==> config.mk <==
export PLATFORM = sky130hd
export DESIGN_NAME = asgcp_parser
export DESIGN_NICKNAME = d
export VERILOG_FILES = /design/src/core/asgcp_pkg.sv /design/src/core/asgcp_parser.sv
export VERILOG_INCLUDE_DIRS = /design/src /design/src/core
export SDC_FILE = /design/constraint.sdc
export NUM_CORES = 1
export LEC_CHECK = 0
export ABC_AREA = 1
export BUFFER_PORTS_ARGS = -buffer_cell sky130_fd_sc_hd__buf_2
export CAP_MARGIN = 20
export CORE_ASPECT_RATIO = 0.8
export CORE_UTILIZATION = 25
export CTS_BUF_LIST = sky130_fd_sc_hd__clkbuf_4 sky130_fd_sc_hd__clkbuf_8
export DETAILED_ROUTE_END_ITERATION = 12
export PLACE_DENSITY = 0.46
export SLEW_MARGIN = 30
export SYNTH_ARGS = -nofsm -noshare
export SYNTH_HDL_FRONTEND = slang
export SYNTH_SLANG_ARGS = --single-unit
==> constraint.sdc <==
create_clock -name clk_i -period 36.1 [get_ports clk_i]
set_input_delay 5.415 -clock clk_i [delete_from_list [all_inputs] [get_ports clk_i]]
set_output_delay 5.415 -clock clk_i [all_outputs]
set_load 0.01 [all_outputs]
==> src/core/asgcp_map.svh <==
// Constants of the ASCII setpoint and gas command parser
`ifndef ASGCP_MAP_SVH
`define ASGCP_MAP_SVH
// Character codes, compared after case folding
`define ASGCP_CR      8'h0d
`define ASGCP_SP      8'h20
`define ASGCP_MINUS   8'h2d
`define ASGCP_DOT     8'h2e
`define ASGCP_EQ      8'h3d
`define ASGCP_QM      8'h3f
`define ASGCP_AT      8'h40
`define ASGCP_LA      8'h41
`define ASGCP_LZ      8'h5a
`define ASGCP_LC      8'h43
`define ASGCP_LD      8'h44
`define ASGCP_LE      8'h45
`define ASGCP_LG      8'h47
`define ASGCP_LH      8'h48
`define ASGCP_LL      8'h4c
`define ASGCP_LM      8'h4d
`define ASGCP_LP      8'h50
`define ASGCP_LS      8'h53
`define ASGCP_LU      8'h55
`define ASGCP_LV      8'h56
`define ASGCP_LW      8'h57
// Literal tails: "C", "91=", "=", "?M9"
`define ASGCP_EXP_C   24'h430000
`define ASGCP_EXP_W   24'h39313d
`define ASGCP_EXP_EQ  24'h3d0000
`define ASGCP_EXP_FW  24'h3f4d39
// User mix range and mix limits
`define ASGCP_MIX_LO  8'hec
`define ASGCP_MAX_GAS 8'hff
`define ASGCP_NAME_MAX 3'h6
`define ASGCP_MIN_PAIR 3'h2
`define ASGCP_MAX_PAIR 3'h5
`define ASGCP_PCT_FULL 17'h02710
// Reset values
`define ASGCP_RST_ID  8'h41
`define ASGCP_RST_IVL 16'h0032
// Timing
`define ASGCP_CLK_NS  10
`define ASGCP_MS_NS   1000000
`define ASGCP_MS_CYC  (`ASGCP_MS_NS / `ASGCP_CLK_NS)
`define ASGCP_AZ_MS   12'h7d0
`endif

==> src/core/asgcp_pkg.sv <==
// Types of the ASCII setpoint and gas command parser
package asgcp_pkg;
    typedef enum logic [1:0] {
        VALVE_RUN, VALVE_HOLD_POS, VALVE_HOLD_CLOSED
    } asgcp_valve_t;
    typedef enum logic [1:0] {
        REP_FRAME, REP_MIX, REP_FW, REP_ACK
    } asgcp_rep_kind_t;
    typedef struct packed {
        logic            valid;
        asgcp_rep_kind_t kind;
    } asgcp_reply_t;
    typedef struct packed {
        logic [7:0]        num;
        logic [2:0]        count;
        logic [4:0][13:0]  pct;
        logic [4:0][7:0]   gas;
    } asgcp_mix_t;
endpackage : asgcp_pkg

==> src/core/asgcp_parser.sv <==
// Line-oriented ASCII command interpreter of the flow controller
`include "asgcp_map.svh"
`timescale 1ns/100ps
`default_nettype none
module asgcp_parser #(
    parameter int unsigned MS_CYCLES = `ASGCP_MS_CYC
) (
    // Clock and reset
    input  wire logic                   clk_i,
    input  wire logic                   resetn_i,
    // Received characters from the serial receiver
    input  wire logic [7:0]             rx_data_i,
    input  wire logic                   rx_valid_i,
    output logic                        rx_ready_o,
    // Configuration levels
    input  wire logic                   sp_source_serial_i,
    input  wire logic                   bidir_i,
    input  wire logic                   autozero_en_i,
    // Front panel
    input  wire logic [3:0]             panel_btn_i,
    output logic [3:0]                  panel_btn_o,
    output logic                        lockout_indicator_o,
    // Controller state
    output logic signed [24:0]          setpoint_o,
    output logic                        setpoint_raw_o,
    output logic [7:0]                  gas_o,
    output asgcp_pkg::asgcp_valve_t     valve_mode_o,
    output logic                        tare_flow_o,
    output logic                        tare_abs_pressure_cmd_o,
    output logic [7:0]                  unit_id_o,
    output logic                        streaming_o,
    output logic [15:0]                 stream_interval_o,
    output logic                        stream_tick_o,
    // Replies and mixes
    output asgcp_pkg::asgcp_reply_t     reply_o,
    output asgcp_pkg::asgcp_mix_t       mix_o,
    output logic [19:0]                 mix_used_o
);
    import asgcp_pkg::*;

    typedef enum {ST_ID, ST_CMD, ST_G, ST_H, ST_V, ST_NUM, ST_EXP,
        ST_NEWID, ST_FLD, ST_END, ST_SKIP, ST_DONE} asgcp_st_t;
    typedef enum {C_NONE, C_POLL, C_SP, C_SPINT, C_GAS, C_TARE, C_TAREP,
        C_HOLDP, C_HOLDC, C_CANCEL, C_LOCK, C_UNLOCK, C_W91, C_NEWID,
        C_FW, C_GM, C_GD} asgcp_cmd_t;

    // ************************************************************
    // Reset release and pin synchronisers
    // ************************************************************
    logic [1:0] rst_sync;
    logic       rst_n;
    logic [3:0] btn_s1;
    logic [3:0] btn_s2;
    always_ff @(posedge clk_i or negedge resetn_i) begin
        if (!resetn_i) rst_sync <= 2'h0;
        else rst_sync <= {rst_sync[0], 1'b1};
    end
    assign rst_n = rst_sync[1];
    always_ff @(posedge clk_i or negedge rst_n) begin
        if (!rst_n) begin
            btn_s1 <= 4'h0;
            btn_s2 <= 4'h0;
        end else begin
            btn_s1 <= panel_btn_i;
            btn_s2 <= btn_s1;
        end
    end

    // ************************************************************
    // Parser state
    // ************************************************************
    asgcp_st_t        state;
    asgcp_st_t        exp_next;
    asgcp_cmd_t       cmd;
    logic             id_ok, a_first, neg, dot, bad;
    logic [23:0]      acc;
    logic [1:0]       frac;
    logic [23:0]      exp_q;
    logic [1:0]       exp_n;
    logic [7:0]       new_id;
    logic [3:0]       fld;
    logic [2:0]       flen;
    logic [7:0]       mix_req;
    logic [2:0]       npair;
    logic [4:0][13:0] pct;
    logic [4:0][7:0]  gnum;
    logic             lock;

    // Case folding and character classes
    wire logic       lower = rx_data_i >= 8'h61 && rx_data_i <= 8'h7a;
    wire logic [7:0] ch = lower ? 8'(rx_data_i - 8'h20) : rx_data_i;
    wire logic       take = rx_valid_i && rx_ready_o;
    wire logic       is_cr = ch == `ASGCP_CR;
    wire logic       is_dig = ch >= 8'h30 && ch <= 8'h39;
    wire logic       is_let = ch >= `ASGCP_LA && ch <= `ASGCP_LZ;
    wire logic       name_ch = is_let || is_dig || ch == `ASGCP_DOT
                               || ch == `ASGCP_MINUS;
    wire logic [23:0] acc_dig = 24'(acc * 24'h00000a + {20'h0, ch[3:0]});
    // Value in hundredths; digits past the second decimal are dropped
    wire logic [23:0] hund = (dot && frac == 2'h2) ? acc
                             : (dot && frac == 2'h1) ? 24'(acc * 24'h00000a)
                             : 24'(acc * 24'h000064);
    // Mix field bookkeeping
    wire logic [3:0] fo = 4'(fld - 4'h2);
    wire logic [2:0] pidx = fo[3:1];
    wire logic       fcommit = take && state == ST_FLD && flen != 3'h0
                               && (ch == `ASGCP_SP || is_cr);

    // Handshake: one idle cycle while a finished line is executed
    assign rx_ready_o = state != ST_DONE;

    // Character walk; every line is acted on only at its terminator
    always_ff @(posedge clk_i or negedge rst_n) begin
        if (!rst_n) begin
            state <= ST_ID; exp_next <= ST_END; cmd <= C_NONE;
            id_ok <= 1'b0; a_first <= 1'b0; neg <= 1'b0; dot <= 1'b0;
            bad <= 1'b0; acc <= 24'h0; frac <= 2'h0; exp_q <= 24'h0;
            exp_n <= 2'h0; new_id <= 8'h0; fld <= 4'h0; flen <= 3'h0;
            mix_req <= 8'h0; npair <= 3'h0; pct <= '0; gnum <= '0;
        end else if (state == ST_DONE) begin
            state <= ST_ID;
        end else if (take) begin
            if (fcommit) begin
                fld <= 4'(fld + 4'h1);
                flen <= 3'h0; acc <= 24'h0; dot <= 1'b0; frac <= 2'h0;
                if (fld == 4'h1) begin
                    mix_req <= acc[7:0];
                    if (acc > 24'h0000ff) bad <= 1'b1;
                end else if (fld >= 4'h2) begin
                    if (pidx >= 3'h5) bad <= 1'b1;
                    else if (!fo[0]) begin
                        pct[pidx] <= hund[13:0];
                        if (hund > 24'h002710) bad <= 1'b1;
                    end else begin
                        gnum[pidx] <= acc[7:0];
                        npair <= 3'(pidx + 3'h1);
                        if (acc > 24'h0000ff || dot) bad <= 1'b1;
                    end
                end
            end
            case (state)
                ST_ID: begin
                    // Fresh line: clear the working fields
                    cmd <= C_NONE; neg <= 1'b0; dot <= 1'b0; bad <= 1'b0;
                    acc <= 24'h0; frac <= 2'h0; fld <= 4'h0; flen <= 3'h0;
                    npair <= 3'h0; mix_req <= 8'h0;
                    id_ok <= ch == unit_id_o;
                    a_first <= ch == `ASGCP_LA;
                    if (is_cr) state <= ST_ID;
                    else if (ch == unit_id_o || ch == `ASGCP_LA)
                        state <= ST_CMD;
                    else state <= ST_SKIP;
                end
                ST_CMD: begin
                    if (!id_ok && !(a_first && ch == `ASGCP_LV))
                        state <= is_cr ? ST_ID : ST_SKIP;
                    else if (is_cr) begin
                        cmd <= C_POLL; state <= ST_DONE;
                    end else if (ch == `ASGCP_LS) begin
                        cmd <= C_SP; state <= ST_NUM;
                    end else if (is_dig) begin
                        cmd <= C_SPINT; acc <= {20'h0, ch[3:0]};
                        state <= ST_NUM;
                    end else if (ch == `ASGCP_LG) state <= ST_G;
                    else if (ch == `ASGCP_LH) state <= ST_H;
                    else if (ch == `ASGCP_LV) begin
                        cmd <= id_ok ? C_TARE : C_NONE; state <= ST_V;
                    end else if (ch == `ASGCP_LP) begin
                        cmd <= C_TAREP; exp_q <= `ASGCP_EXP_C;
                        exp_n <= 2'h1; exp_next <= ST_END; state <= ST_EXP;
                    end else if (ch == `ASGCP_LC) begin
                        cmd <= C_CANCEL; state <= ST_END;
                    end else if (ch == `ASGCP_LL) begin
                        cmd <= C_LOCK; state <= ST_END;
                    end else if (ch == `ASGCP_LU) begin
                        cmd <= C_UNLOCK; state <= ST_END;
                    end else if (ch == `ASGCP_LW) begin
                        cmd <= C_W91; exp_q <= `ASGCP_EXP_W;
                        exp_n <= 2'h3; exp_next <= ST_NUM; state <= ST_EXP;
                    end else if (ch == `ASGCP_AT) begin
                        cmd <= C_NEWID; exp_q <= `ASGCP_EXP_EQ;
                        exp_n <= 2'h1; exp_next <= ST_NEWID; state <= ST_EXP;
                    end else if (ch == `ASGCP_QM) begin
                        cmd <= C_FW; exp_q <= `ASGCP_EXP_FW;
                        exp_n <= 2'h3; exp_next <= ST_END; state <= ST_EXP;
                    end else state <= ST_SKIP;
                end
                ST_G: begin
                    if (is_dig) begin
                        cmd <= C_GAS; acc <= {20'h0, ch[3:0]};
                        state <= ST_NUM;
                    end else if (ch == `ASGCP_LM) begin
                        cmd <= C_GM; state <= ST_FLD;
                    end else if (ch == `ASGCP_LD) begin
                        cmd <= C_GD; state <= ST_NUM;
                    end else state <= is_cr ? ST_ID : ST_SKIP;
                end
                ST_H: begin
                    if (ch == `ASGCP_LP) cmd <= C_HOLDP;
                    else if (ch == `ASGCP_LC) cmd <= C_HOLDC;
                    state <= (ch == `ASGCP_LP || ch == `ASGCP_LC) ? ST_END
                             : is_cr ? ST_ID : ST_SKIP;
                end
                ST_V: begin
                    if (is_cr) state <= id_ok ? ST_DONE : ST_ID;
                    else if (ch == `ASGCP_LE && a_first) begin
                        cmd <= C_FW; state <= ST_END;
                    end else state <= ST_SKIP;
                end
                ST_NUM: begin
                    if (is_cr) state <= ST_DONE;
                    else if (is_dig && !(dot && frac == 2'h2)) begin
                        acc <= acc_dig;
                        if (dot) frac <= 2'(frac + 2'h1);
                    end else if (is_dig) state <= ST_NUM;
                    else if (ch == `ASGCP_DOT && cmd == C_SP && !dot)
                        dot <= 1'b1;
                    else if (ch == `ASGCP_MINUS && cmd == C_SP
                             && acc == 24'h0 && !neg)
                        neg <= 1'b1;
                    else if (!(ch == `ASGCP_SP && cmd == C_GD
                               && acc == 24'h0))
                        state <= ST_SKIP;
                end
                ST_EXP: begin
                    if (ch == exp_q[23:16]) begin
                        exp_q <= {exp_q[15:0], 8'h00};
                        exp_n <= 2'(exp_n - 2'h1);
                        if (exp_n == 2'h1) state <= exp_next;
                    end else state <= is_cr ? ST_ID : ST_SKIP;
                end
                ST_NEWID: begin
                    new_id <= ch;
                    state <= (is_let || ch == `ASGCP_AT) ? ST_END
                             : is_cr ? ST_ID : ST_SKIP;
                end
                ST_FLD: begin
                    if (is_cr) state <= ST_DONE;
                    else if (ch != `ASGCP_SP) begin
                        flen <= (flen == 3'h7) ? flen : 3'(flen + 3'h1);
                        if (fld == 4'h0) begin
                            if (!name_ch || flen >= `ASGCP_NAME_MAX)
                                bad <= 1'b1;
                        end else if (is_dig && !(dot && frac == 2'h2)) begin
                            acc <= acc_dig;
                            if (dot) frac <= 2'(frac + 2'h1);
                        end else if (ch == `ASGCP_DOT && !dot) dot <= 1'b1;
                        else if (!is_dig) bad <= 1'b1;
                    end
                end
                ST_END: state <= is_cr ? ST_DONE : ST_SKIP;
                ST_SKIP: if (is_cr) state <= ST_ID;
                default: state <= ST_ID;
            endcase
        end
    end

    // ************************************************************
    // Execution of a finished line
    // ************************************************************
    logic [16:0] pct_sum;
    logic        free_found;
    logic [4:0]  free_idx;
    // Highest free slot wins, so allocation runs down from 255
    always_comb begin
        pct_sum = 17'h0;
        free_found = 1'b0;
        free_idx = 5'h0;
        for (int i = 0; i < 5; i++) begin
            if (3'(i) < npair) pct_sum = 17'(pct_sum + {3'h0, pct[i]});
        end
        for (int i = 0; i < 20; i++) begin
            if (!mix_used_o[i]) begin
                free_found = 1'b1;
                free_idx = 5'(i);
            end
        end
    end
    wire logic [7:0] tgt = (mix_req == 8'h0)
                           ? 8'(`ASGCP_MIX_LO + {3'h0, free_idx}) : mix_req;
    wire logic [4:0] tidx = 5'(tgt - `ASGCP_MIX_LO);
    wire logic       mix_ok = !bad && npair >= `ASGCP_MIN_PAIR
        && npair <= `ASGCP_MAX_PAIR && fld == {npair, 1'b0} + 4'h2
        && pct_sum == `ASGCP_PCT_FULL
        && (mix_req == 8'h0 ? free_found : mix_req >= `ASGCP_MIX_LO);
    wire logic [4:0] aidx = 5'(acc[7:0] - `ASGCP_MIX_LO);
    wire logic in_mix = acc >= {16'h0, `ASGCP_MIX_LO}
                        && acc <= {16'h0, `ASGCP_MAX_GAS};
    wire logic gas_ok = acc <= {16'h0, `ASGCP_MAX_GAS}
                        && (!in_mix || mix_used_o[aidx]);
    wire logic sp_ok = sp_source_serial_i && (!neg || bidir_i);
    wire logic signed [24:0] sp_val = neg ? -$signed({1'b0, hund})
                                          : $signed({1'b0, hund});
    wire logic done = state == ST_DONE;

    always_ff @(posedge clk_i or negedge rst_n) begin
        if (!rst_n) begin
            setpoint_o <= 25'h0; setpoint_raw_o <= 1'b0; gas_o <= 8'h0;
            valve_mode_o <= VALVE_RUN; lock <= 1'b0;
            unit_id_o <= `ASGCP_RST_ID; stream_interval_o <= `ASGCP_RST_IVL;
            tare_abs_pressure_cmd_o <= 1'b0; reply_o <= '0;
            mix_o <= '0; mix_used_o <= 20'h0;
        end else begin
            tare_abs_pressure_cmd_o <= done && cmd == C_TAREP;
            reply_o <= '0;
            if (done) begin
                case (cmd)
                    C_POLL: reply_o <= '{1'b1, REP_FRAME};
                    C_SP: if (sp_ok) begin
                        setpoint_o <= sp_val; setpoint_raw_o <= 1'b0;
                        reply_o <= '{1'b1, REP_FRAME};
                    end
                    C_SPINT: if (sp_ok) begin
                        setpoint_o <= $signed({1'b0, acc});
                        setpoint_raw_o <= 1'b1;
                        reply_o <= '{1'b1, REP_FRAME};
                    end
                    C_GAS: if (gas_ok) begin
                        gas_o <= acc[7:0];
                        reply_o <= '{1'b1, REP_FRAME};
                    end
                    C_HOLDP: valve_mode_o <= VALVE_HOLD_POS;
                    C_HOLDC: valve_mode_o <= VALVE_HOLD_CLOSED;
                    C_CANCEL: valve_mode_o <= VALVE_RUN;
                    C_LOCK: lock <= 1'b1;
                    C_UNLOCK: lock <= 1'b0;
                    C_W91: if (acc != 24'h0 && acc <= 24'h00ffff) begin
                        stream_interval_o <= acc[15:0];
                        reply_o <= '{1'b1, REP_ACK};
                    end
                    C_NEWID: unit_id_o <= new_id;
                    C_FW: reply_o <= '{1'b1, REP_FW};
                    C_GM: if (mix_ok) begin
                        mix_used_o[tidx] <= 1'b1;
                        mix_o <= '{tgt, npair, pct, gnum};
                        reply_o <= '{1'b1, REP_MIX};
                    end
                    C_GD: if (in_mix && mix_used_o[aidx]) begin
                        mix_used_o[aidx] <= 1'b0;
                        reply_o <= '{1'b1, REP_ACK};
                    end
                    default: reply_o <= '0;
                endcase
            end
        end
    end

    // ************************************************************
    // Millisecond base, streaming and automatic re-zero
    // ************************************************************
    logic [16:0] ms_cnt;
    logic [15:0] st_cnt;
    logic [11:0] az_cnt;
    logic        az_q, tare_q;
    wire logic ms_tick = ms_cnt == 17'(MS_CYCLES - 1);
    // Zero setpoint held in normal control; holds freeze the loop
    wire logic az_arm = autozero_en_i && setpoint_o == 25'h0
                        && valve_mode_o == VALVE_RUN;
    assign streaming_o = unit_id_o == `ASGCP_AT;
    always_ff @(posedge clk_i or negedge rst_n) begin
        if (!rst_n) begin
            ms_cnt <= 17'h0; st_cnt <= 16'h0; stream_tick_o <= 1'b0;
            az_cnt <= 12'h0; az_q <= 1'b0; tare_q <= 1'b0;
        end else begin
            ms_cnt <= ms_tick ? 17'h0 : 17'(ms_cnt + 17'h1);
            stream_tick_o <= 1'b0;
            tare_q <= done && cmd == C_TARE;
            az_q <= 1'b0;
            if (!streaming_o) st_cnt <= 16'h0;
            else if (ms_tick) begin
                if (17'(st_cnt) + 17'h1 >= 17'(stream_interval_o)) begin
                    st_cnt <= 16'h0;
                    stream_tick_o <= 1'b1;
                end else st_cnt <= 16'(st_cnt + 16'h1);
            end
            if (!az_arm) az_cnt <= 12'h0;
            else if (ms_tick && az_cnt < `ASGCP_AZ_MS) begin
                az_cnt <= 12'(az_cnt + 12'h1);
                az_q <= az_cnt == 12'(`ASGCP_AZ_MS - 12'h1);
            end
        end
    end
    assign tare_flow_o = tare_q || az_q;

    // Panel buttons are swallowed while locked out
    assign lockout_indicator_o = lock;
    assign panel_btn_o = lock ? 4'h0 : btn_s2;
endmodule : asgcp_parser
`default_nettype wire

==> key figures, run 1 <==
Status
  • Status: complete, no violations

Global routing
  • Initial antenna violation count: 3
  • Global-route total usage across every layer: 17.89%
  • First-pass GRT wire length: 168100 um
  • GRT overflow: 0
  • Vias in the first global route: 26850
  • Largest net degree at the start of global routing: 117

Clock tree
  • Hold buffers post-CTS: 0
  • Post-CTS setup buffers: 0
  • Post_cts resized: 0
  • Clock tree buffer depth: 3
  • H-tree Lvls: 3
  • Root Driver: clkbuf_8
  • Latest clock arrival within the worst-skew pair: 0.83 ns
  • CTS buffer count: 88
  • Sink Count: 458
  • CTS tree: built
  • Clk slew on worst S/H paths: 0.06 ns

Worst setup path
  • CP max stage delay: 0.65 ns
  • Cell family with most CP delay: simple AND/OR/NAND/NOR gates
  • CP required: 36.82 ns
  • Max Fanout on Critical Path: 116
  • Critical path's slowest cell: buf_6
  • Crit path DAT: 9.79 ns
  • Top cell by count, worst path: nand2_1
  • CP startpoint kind: flip-flop
  • WP buf/inv: 6
  • CP Class: reg -> reg
  • CP Capture Type: flip-flop

Timing
  • Final Critical Period: 9.071 ns
  • Relative slew margins: 31.84%
  • Final period util: 25.13%
  • Slew of the pin with the lowest slew margin: 1.022 ns
  • Fin Setup TNS: 0 ns
  • Fin. Hold Viols: 0
  • Final max-slew violation count: 0
  • RSZ-0062 raised after global routing: no
  • Fmax: 110.2 MHz
  • Setup violators final: 0
  • Clk_skew: 0.06828 ns

Power
  • Maximum vdd drop: 0.02438 mV
  • Leak: 17.92 nW
  • Pwr Density: 46.79 mW/mm^2

Synthesis
  • Sequential share of the synthesized area: 37.81%
  • Post-Syn Area per Cell: 7.441 um^2
  • Post-synth EDFFs: 0
  • Cell variety after synth: 70
  • Asr flop ratio synth: 100.0%
  • Yosys top cell by area: dfrtp_1
  • Top FF cell, synth: dfrtp_1
  • Area share of the largest cell type after synthesis: 37.29%
  • Cells after Synth: 4076
  • Main area contributors after synthesis: dfrtp_1 (37%), nand2_1 (12%), ha_1 (8.5%), inv_1 (7.7%), o21ai_0 (6.2%)
  • Mapped Area: 0.03033 mm^2
  • YS warnings: 0
  • Syn nets: 4321
  • Seq cells post-synth: 458

Final layout
  • Layout Area Growth over Synthesis: 16.43%
  • Design Area, Final: 0.03531 mm^2
  • Fraction of layout cells with a size suffix above 1: 12.35%
  • Nets: 4571

Floorplan
  • Initial Util: 25.39%
  • Die X-Extent: 391.4 um
  • Die footprint: 0.1227 mm^2
  • Core Box Area: 0.1195 mm^2
  • Num ports: 232
  • Rows: 113
  • Die height: 313.5 um

Placed design
  • DP Area: 0.03317 mm^2
  • Routability cong.: 0.9426
  • HPWL after detailed placement: 84330 um
  • Port buffer count: 231

Detailed routing
  • Post-Route WL: 110200 um
  • WL/cell: 18.34 um
  • Via density: 4.629
  • Post-route DRC: 0
  • Routed Antenna Nets: 0
  • Initial DRC Count: 2269
  • Via count: 27820
  • TritonRoute pass-1 iters: 5

Flow run
  • MaxCap Viol Count: 0

Hold path
  • Hold WC Path Type: reg -> async
per-layer routing:
metal / up-vias / share of wire [%] / global-route usage, % / wire, um
met2: 721 / 43 / 26.86 / 47250
li1: 13860 / - / - / -
met5: - / 0 / 0 / 0
met1: 13110 / 49 / 26.13 / 54520
met3: 128 / 5.8 / 3.511 / 6426
met4: 0 / 1.8 / 4.216 / 1995
path summary, 6_finish.rpt:
check / from / to / slack [ns] / cells after the start
worst max-delay path: npair[2]$_DFFE_PN0P_ / mix_o[43]$_DFFE_PN0P_ / 27.03 / 48
worst min-delay path: rst_sync[1]$_DFF_PN0_ / setpoint_o[10]$_DFFE_PN0P_ / 0.23 / 0
worst max register to register: npair[2]$_DFFE_PN0P_ / mix_o[43]$_DFFE_PN0P_ / 27.03 / 48
worst min register to register: rst_sync[1]$_DFF_PN0_ / setpoint_o[10]$_DFFE_PN0P_ / 0.23 / 0
max in group asynchronous: resetn_i / rst_sync[1]$_DFF_PN0_ / 31.59 / 1
min in group clk_i: btn_s1[0]$_DFF_PN0_ / btn_s2[0]$_DFF_PN0_ / 0.35 / 0
cells by family after synthesis:
logic type | share of synthesized area [%]
adders and majority gates | 9.909
muxes | 0.3342
buffers and inverters | 10.02
xor gates and xnor gates | 2.570
AOI/OAI and AO/OA | 15.73
and+or+nand+nor | 23.61
DFF | 37.81
other | 0.01236
flip-flops by register name (all words and copies together) (netlist names), 4 cells and up:
signal,count
cmd,5
mix_o,121
gnum,40
mix_req,8
stream_interval_o,16
gas_o,8
setpoint_o,25
acc,24
pct,70
exp_q,13
ms_cnt,17
unit_id_o,8
st_cnt,16
btn_s1,4
new_id,8
btn_s2,4
state,4
fld,4
az_cnt,12
mix_used_o,20
through the flow:
step                hold WS, ns  worst slack (ns)  total power, mW  utilization, %  instances
finish                   0.2327             27.03            1.652           29.56       6010
global route             0.2595             26.12            1.752           29.55       6009
CTS                      0.2262             27.04            1.673           29.54       6007
detailed placement       0.2727             26.88            1.030           27.76       5846
global placement         0.2734             26.87            1.031           27.75       5846
floorplan                0.3312             22.40           0.8445               -       4076
synthesized netlist by cell type, types with 7 or more instances:
library cell,instances
o21ai_0,378
nor4_1,17
dfrtp_1,452
nor2_1,270
mux2_2,9
o21bai_1,7
buf_6,23
nand3_1,215
nand4_1,60
nand2_2,22
or2_2,17
nor2_2,7
fa_1,22
nor3_1,60
clkbuf_1,50
ha_1,205
o22ai_1,27
buf_1,10
clkinv_1,12
a21o_1,14
o21ai_1,145
o31ai_1,7
nand3b_1,10
xor2_1,61
o211ai_1,35
buf_2,14
o21ai_2,12
inv_1,626
inv_2,17
xnor2_1,28
a31oi_1,9
nand2_1,960
a21oi_1,189
cell usage in the layout (no fill, tap or decap), types with 16 or more instances in the layout:
cell type  netlist  routed
or2_2           17      17
nand2_2         22      22
clkbuf_4         0      29
xor2_1          61      61
nand4_1         60      60
nand3_1        215     215
o22ai_1         27      26
inv_1          626     625
o21ai_1        145     146
nand2_1        960     960
inv_2           17      17
nor2_1         270     269
a21oi_1        189     189
ha_1           205     205
buf_4            1      24
fa_1            22      22
clkbuf_8         0     112
xnor2_1         28      28
nor3_1          60      59
o211ai_1        35      35
o21ai_0        378     375
dfrtp_1        452     451
nor4_1          17      16
buf_2           14     231
layout make-up:
type | count | area, um^2
fill | 13190 | 84160
multi-input combinational | 2864 | 15850
sequential | 458 | 11470
inverter | 655 | 2459
tap | 1610 | 2014
clock buffer | 141 | 1759
timing repair buffer | 259 | 1381
clock inverter | 20 | 364.1
antenna | 3 | 7.507
where the power goes:
| part | leakage (nW) | switching (mW) | internal [mW] | total, mW |
|---|---|---|---|---|
| Sequential | 6.13 | 0.0287 | 0.539 | 0.567 |
| Clock | 1.12 | 0.258 | 0.369 | 0.627 |
| Combinational | 10.7 | 0.337 | 0.121 | 0.458 |
| Total | 17.9 | 0.624 | 1.03 | 1.65 |
worst register-to-register path: cells and delay by family (launching register included):
kind | cells | cell delay [ns]
flops | 1 | 0.62
buf+inv | 6 | 1.73
compound gates | 6 | 1.43
simple gates | 29 | 3.09
fa+ha+maj | 5 | 1.72
xor+xnor | 2 | 0.37
(Power assumes the default switching activity.)
==> run 2, diff against run 1 <==
- clock period: 36.1 -> 8.58 ns (I/O delays scaled with it)
==> key figures, run 2 (synthesized netlist as in run 1, its figures left out) <==
Worst setup path
  • Max Fanout on Critical Path: 34
  • CP startpoint kind: flip-flop
  • Top cell by count, worst path: nand2_1
  • CP Capture Type: flip-flop
  • Crit path DAT: 8.44 ns
  • CP Class: reg -> reg
  • CP required: 9.29 ns
  • CP max stage delay: 0.48 ns
  • Critical path's slowest cell: fa_1

Power
  • Maximum vdd drop: 0.1163 mV
  • Pwr Density: 191.6 mW/mm^2
  • Leak: 17.91 nW
  • Pwr Total: 6.761 mW

Final layout
  • Fill cells: 13140
  • Most flops, register: mix_o
  • Max reg flops: 121
  • Fraction of layout cells with a size suffix above 1: 12.68%
  • Final Non-Filler Cells: 6022
  • Biggest regs: mix_o (121), pct (70), gnum (40)
  • Most common cell after layout, fill and taps aside: nand2_1
  • Nets: 4584
  • Layout Area Growth over Synthesis: 16.37%
  • Most frequent cells in the layout: nand2_1 (959), inv_1 (625), dfrtp_1 (451)

Detailed routing
  • WL/cell: 18.03 um
  • Routed Antenna Nets: 0
  • Via density: 4.633
  • Via count: 27900
  • Post-Route WL: 108600 um
  • TritonRoute pass-1 iters: 6
  • Initial DRC Count: 2118
  • Post-route DRC: 0

Floorplan
  • Die X-Extent: 391.4 um
  • Num ports: 232
  • Die footprint: 0.1227 mm^2
  • Initial Util: 25.39%
  • Die height: 313.5 um
  • Core Box Area: 0.1195 mm^2
  • Rows: 113

Placed design
  • HPWL after detailed placement: 82420 um
  • Cell total after placement: 5860
  • Port buffer count: 231
  • Routability cong.: 0.9100

Clock tree
  • Latest clock arrival within the worst-skew pair: 0.80 ns
  • Clock tree buffer depth: 3
  • Clk slew on worst S/H paths: 0.06 ns
  • CTS buffer count: 87
  • Hold buffers post-CTS: 0
  • CTS tree: built
  • Sink Count: 458
  • Root Driver: clkbuf_8
  • H-tree Lvls: 3

Global routing
  • GRT overflow: 0
  • Initial antenna violation count: 4
  • Largest net degree at the start of global routing: 138
  • Vias in the first global route: 26730
  • Global-route total usage across every layer: 17.57%
  • First-pass GRT wire length: 165000 um

Timing
  • RSZ-0062 raised after global routing: no
  • Slew of the pin with the lowest slew margin: 1.013 ns
  • Relative slew margins: 31.78%
  • Final period util: 90.07%
  • Setup violators final: 0
  • Final Critical Period: 7.728 ns
  • Fmax: 129.4 MHz
  • Clk_skew: 0.05223 ns
  • Fin Setup TNS: 0 ns
  • Final max-slew violation count: 0
  • Fin. Hold Viols: 0

Flow run
  • MaxCap Viol Count: 0

Hold path
  • Hold WC Path Type: reg -> async

Status
  • Status: complete, no violations
==> run 2: changes by cell type in the layout (fill, tap and decap cells not counted), moves of 2 or more <==
cell / before / now
buf_12: 0 / 3
clkinv_2: 6 / 15
clkbuf_4: 29 / 22
clkinv_8: 3 / 0
inv_8: 0 / 2
buf_6: 4 / 2
bufinv_16: 8 / 5
clkinvlp_4: 0 / 6
clkbuf_8: 112 / 106
buf_4: 24 / 37
o21ai_1: 146 / 144
==> run 2: routing by layer <==
metal / wire length [um] / GRT usage (%) / vias to the layer above
li1: - / - / 13890
met1: 52350 / 24.87 / 13220
met2: 47090 / 26.44 / 650
met3: 6549 / 3.859 / 140
met4: 2591 / 5.410 / 2
met5: 13 / 0 / -
==> run 2: path summary, 6_finish.rpt <==
| check | start | to | slack, ns | cells past startpoint |
|---|---|---|---|---|
| worst max-delay path | npair[1]$_DFFE_PN0P_ | mix_o[110]$_DFFE_PN0P_ | 0.85 | 47 |
| worst min-delay path | rst_sync[1]$_DFF_PN0_ | setpoint_o[23]$_DFFE_PN0P_ | 0.22 | 0 |
| worst max register to register | npair[1]$_DFFE_PN0P_ | mix_o[110]$_DFFE_PN0P_ | 0.85 | 47 |
| worst min register to register | rst_sync[1]$_DFF_PN0_ | setpoint_o[23]$_DFFE_PN0P_ | 0.22 | 0 |
| max in group asynchronous | rst_sync[1]$_DFF_PN0_ | gnum[14]$_DFFE_PN0P_ | 6.57 | 2 |
| min in group clk_i | btn_s1[2]$_DFF_PN0_ | btn_s2[2]$_DFF_PN0_ | 0.35 | 0 |
==> run 2: layout make-up <==
class	count	area [um^2]	share of cell area (%)
inverter	655	2459	6.966
clock inverter	31	334.1	0.9466
clock buffer	128	1624	4.602
tap	1610	2014	5.708
sequential	458	11470	32.51
antenna	3	7.507	0.02127
timing repair buffer	273	1516	4.297
multi-input combinational	2864	15870	44.95
==> run 2: critical path: cells and delay by family (launching register included) <==
family          cells  cell delay (ns)
compound gates      6             0.90
xor+xnor            1             0.14
fa+ha+maj           5             1.75
buf+inv             8             1.01
flops               1             0.45
simple gates       27             3.40
==> run 2: power by group <==
group	leakage [nW]	switching, mW	internal (mW)
registers	6.13	0.115	2.27
logic	10.8	1.41	0.519
clock network	1.02	1.07	1.38
==> run 2: repair_timing <==
item	in CTS	in global routing
setup endpoints to repair	0	132
buffers inserted	0	0
hold endpoints to repair	0	0
resized for setup	0	4
==> run 2: per-stage QoR <==
stage	cell area (um^2)	utilization, %	hold slack [ns]	worst slack (ns)
after floorplan	30330	-	0.3311	1.122
after global placement	33300	27.88	0.2357	0.5696
after detailed placement	33300	27.88	0.2348	0.5469
after CTS	35260	29.52	0.2164	0.5232
after global routing	35290	29.54	0.2494	0.01146
final	35290	29.54	0.2229	0.8517
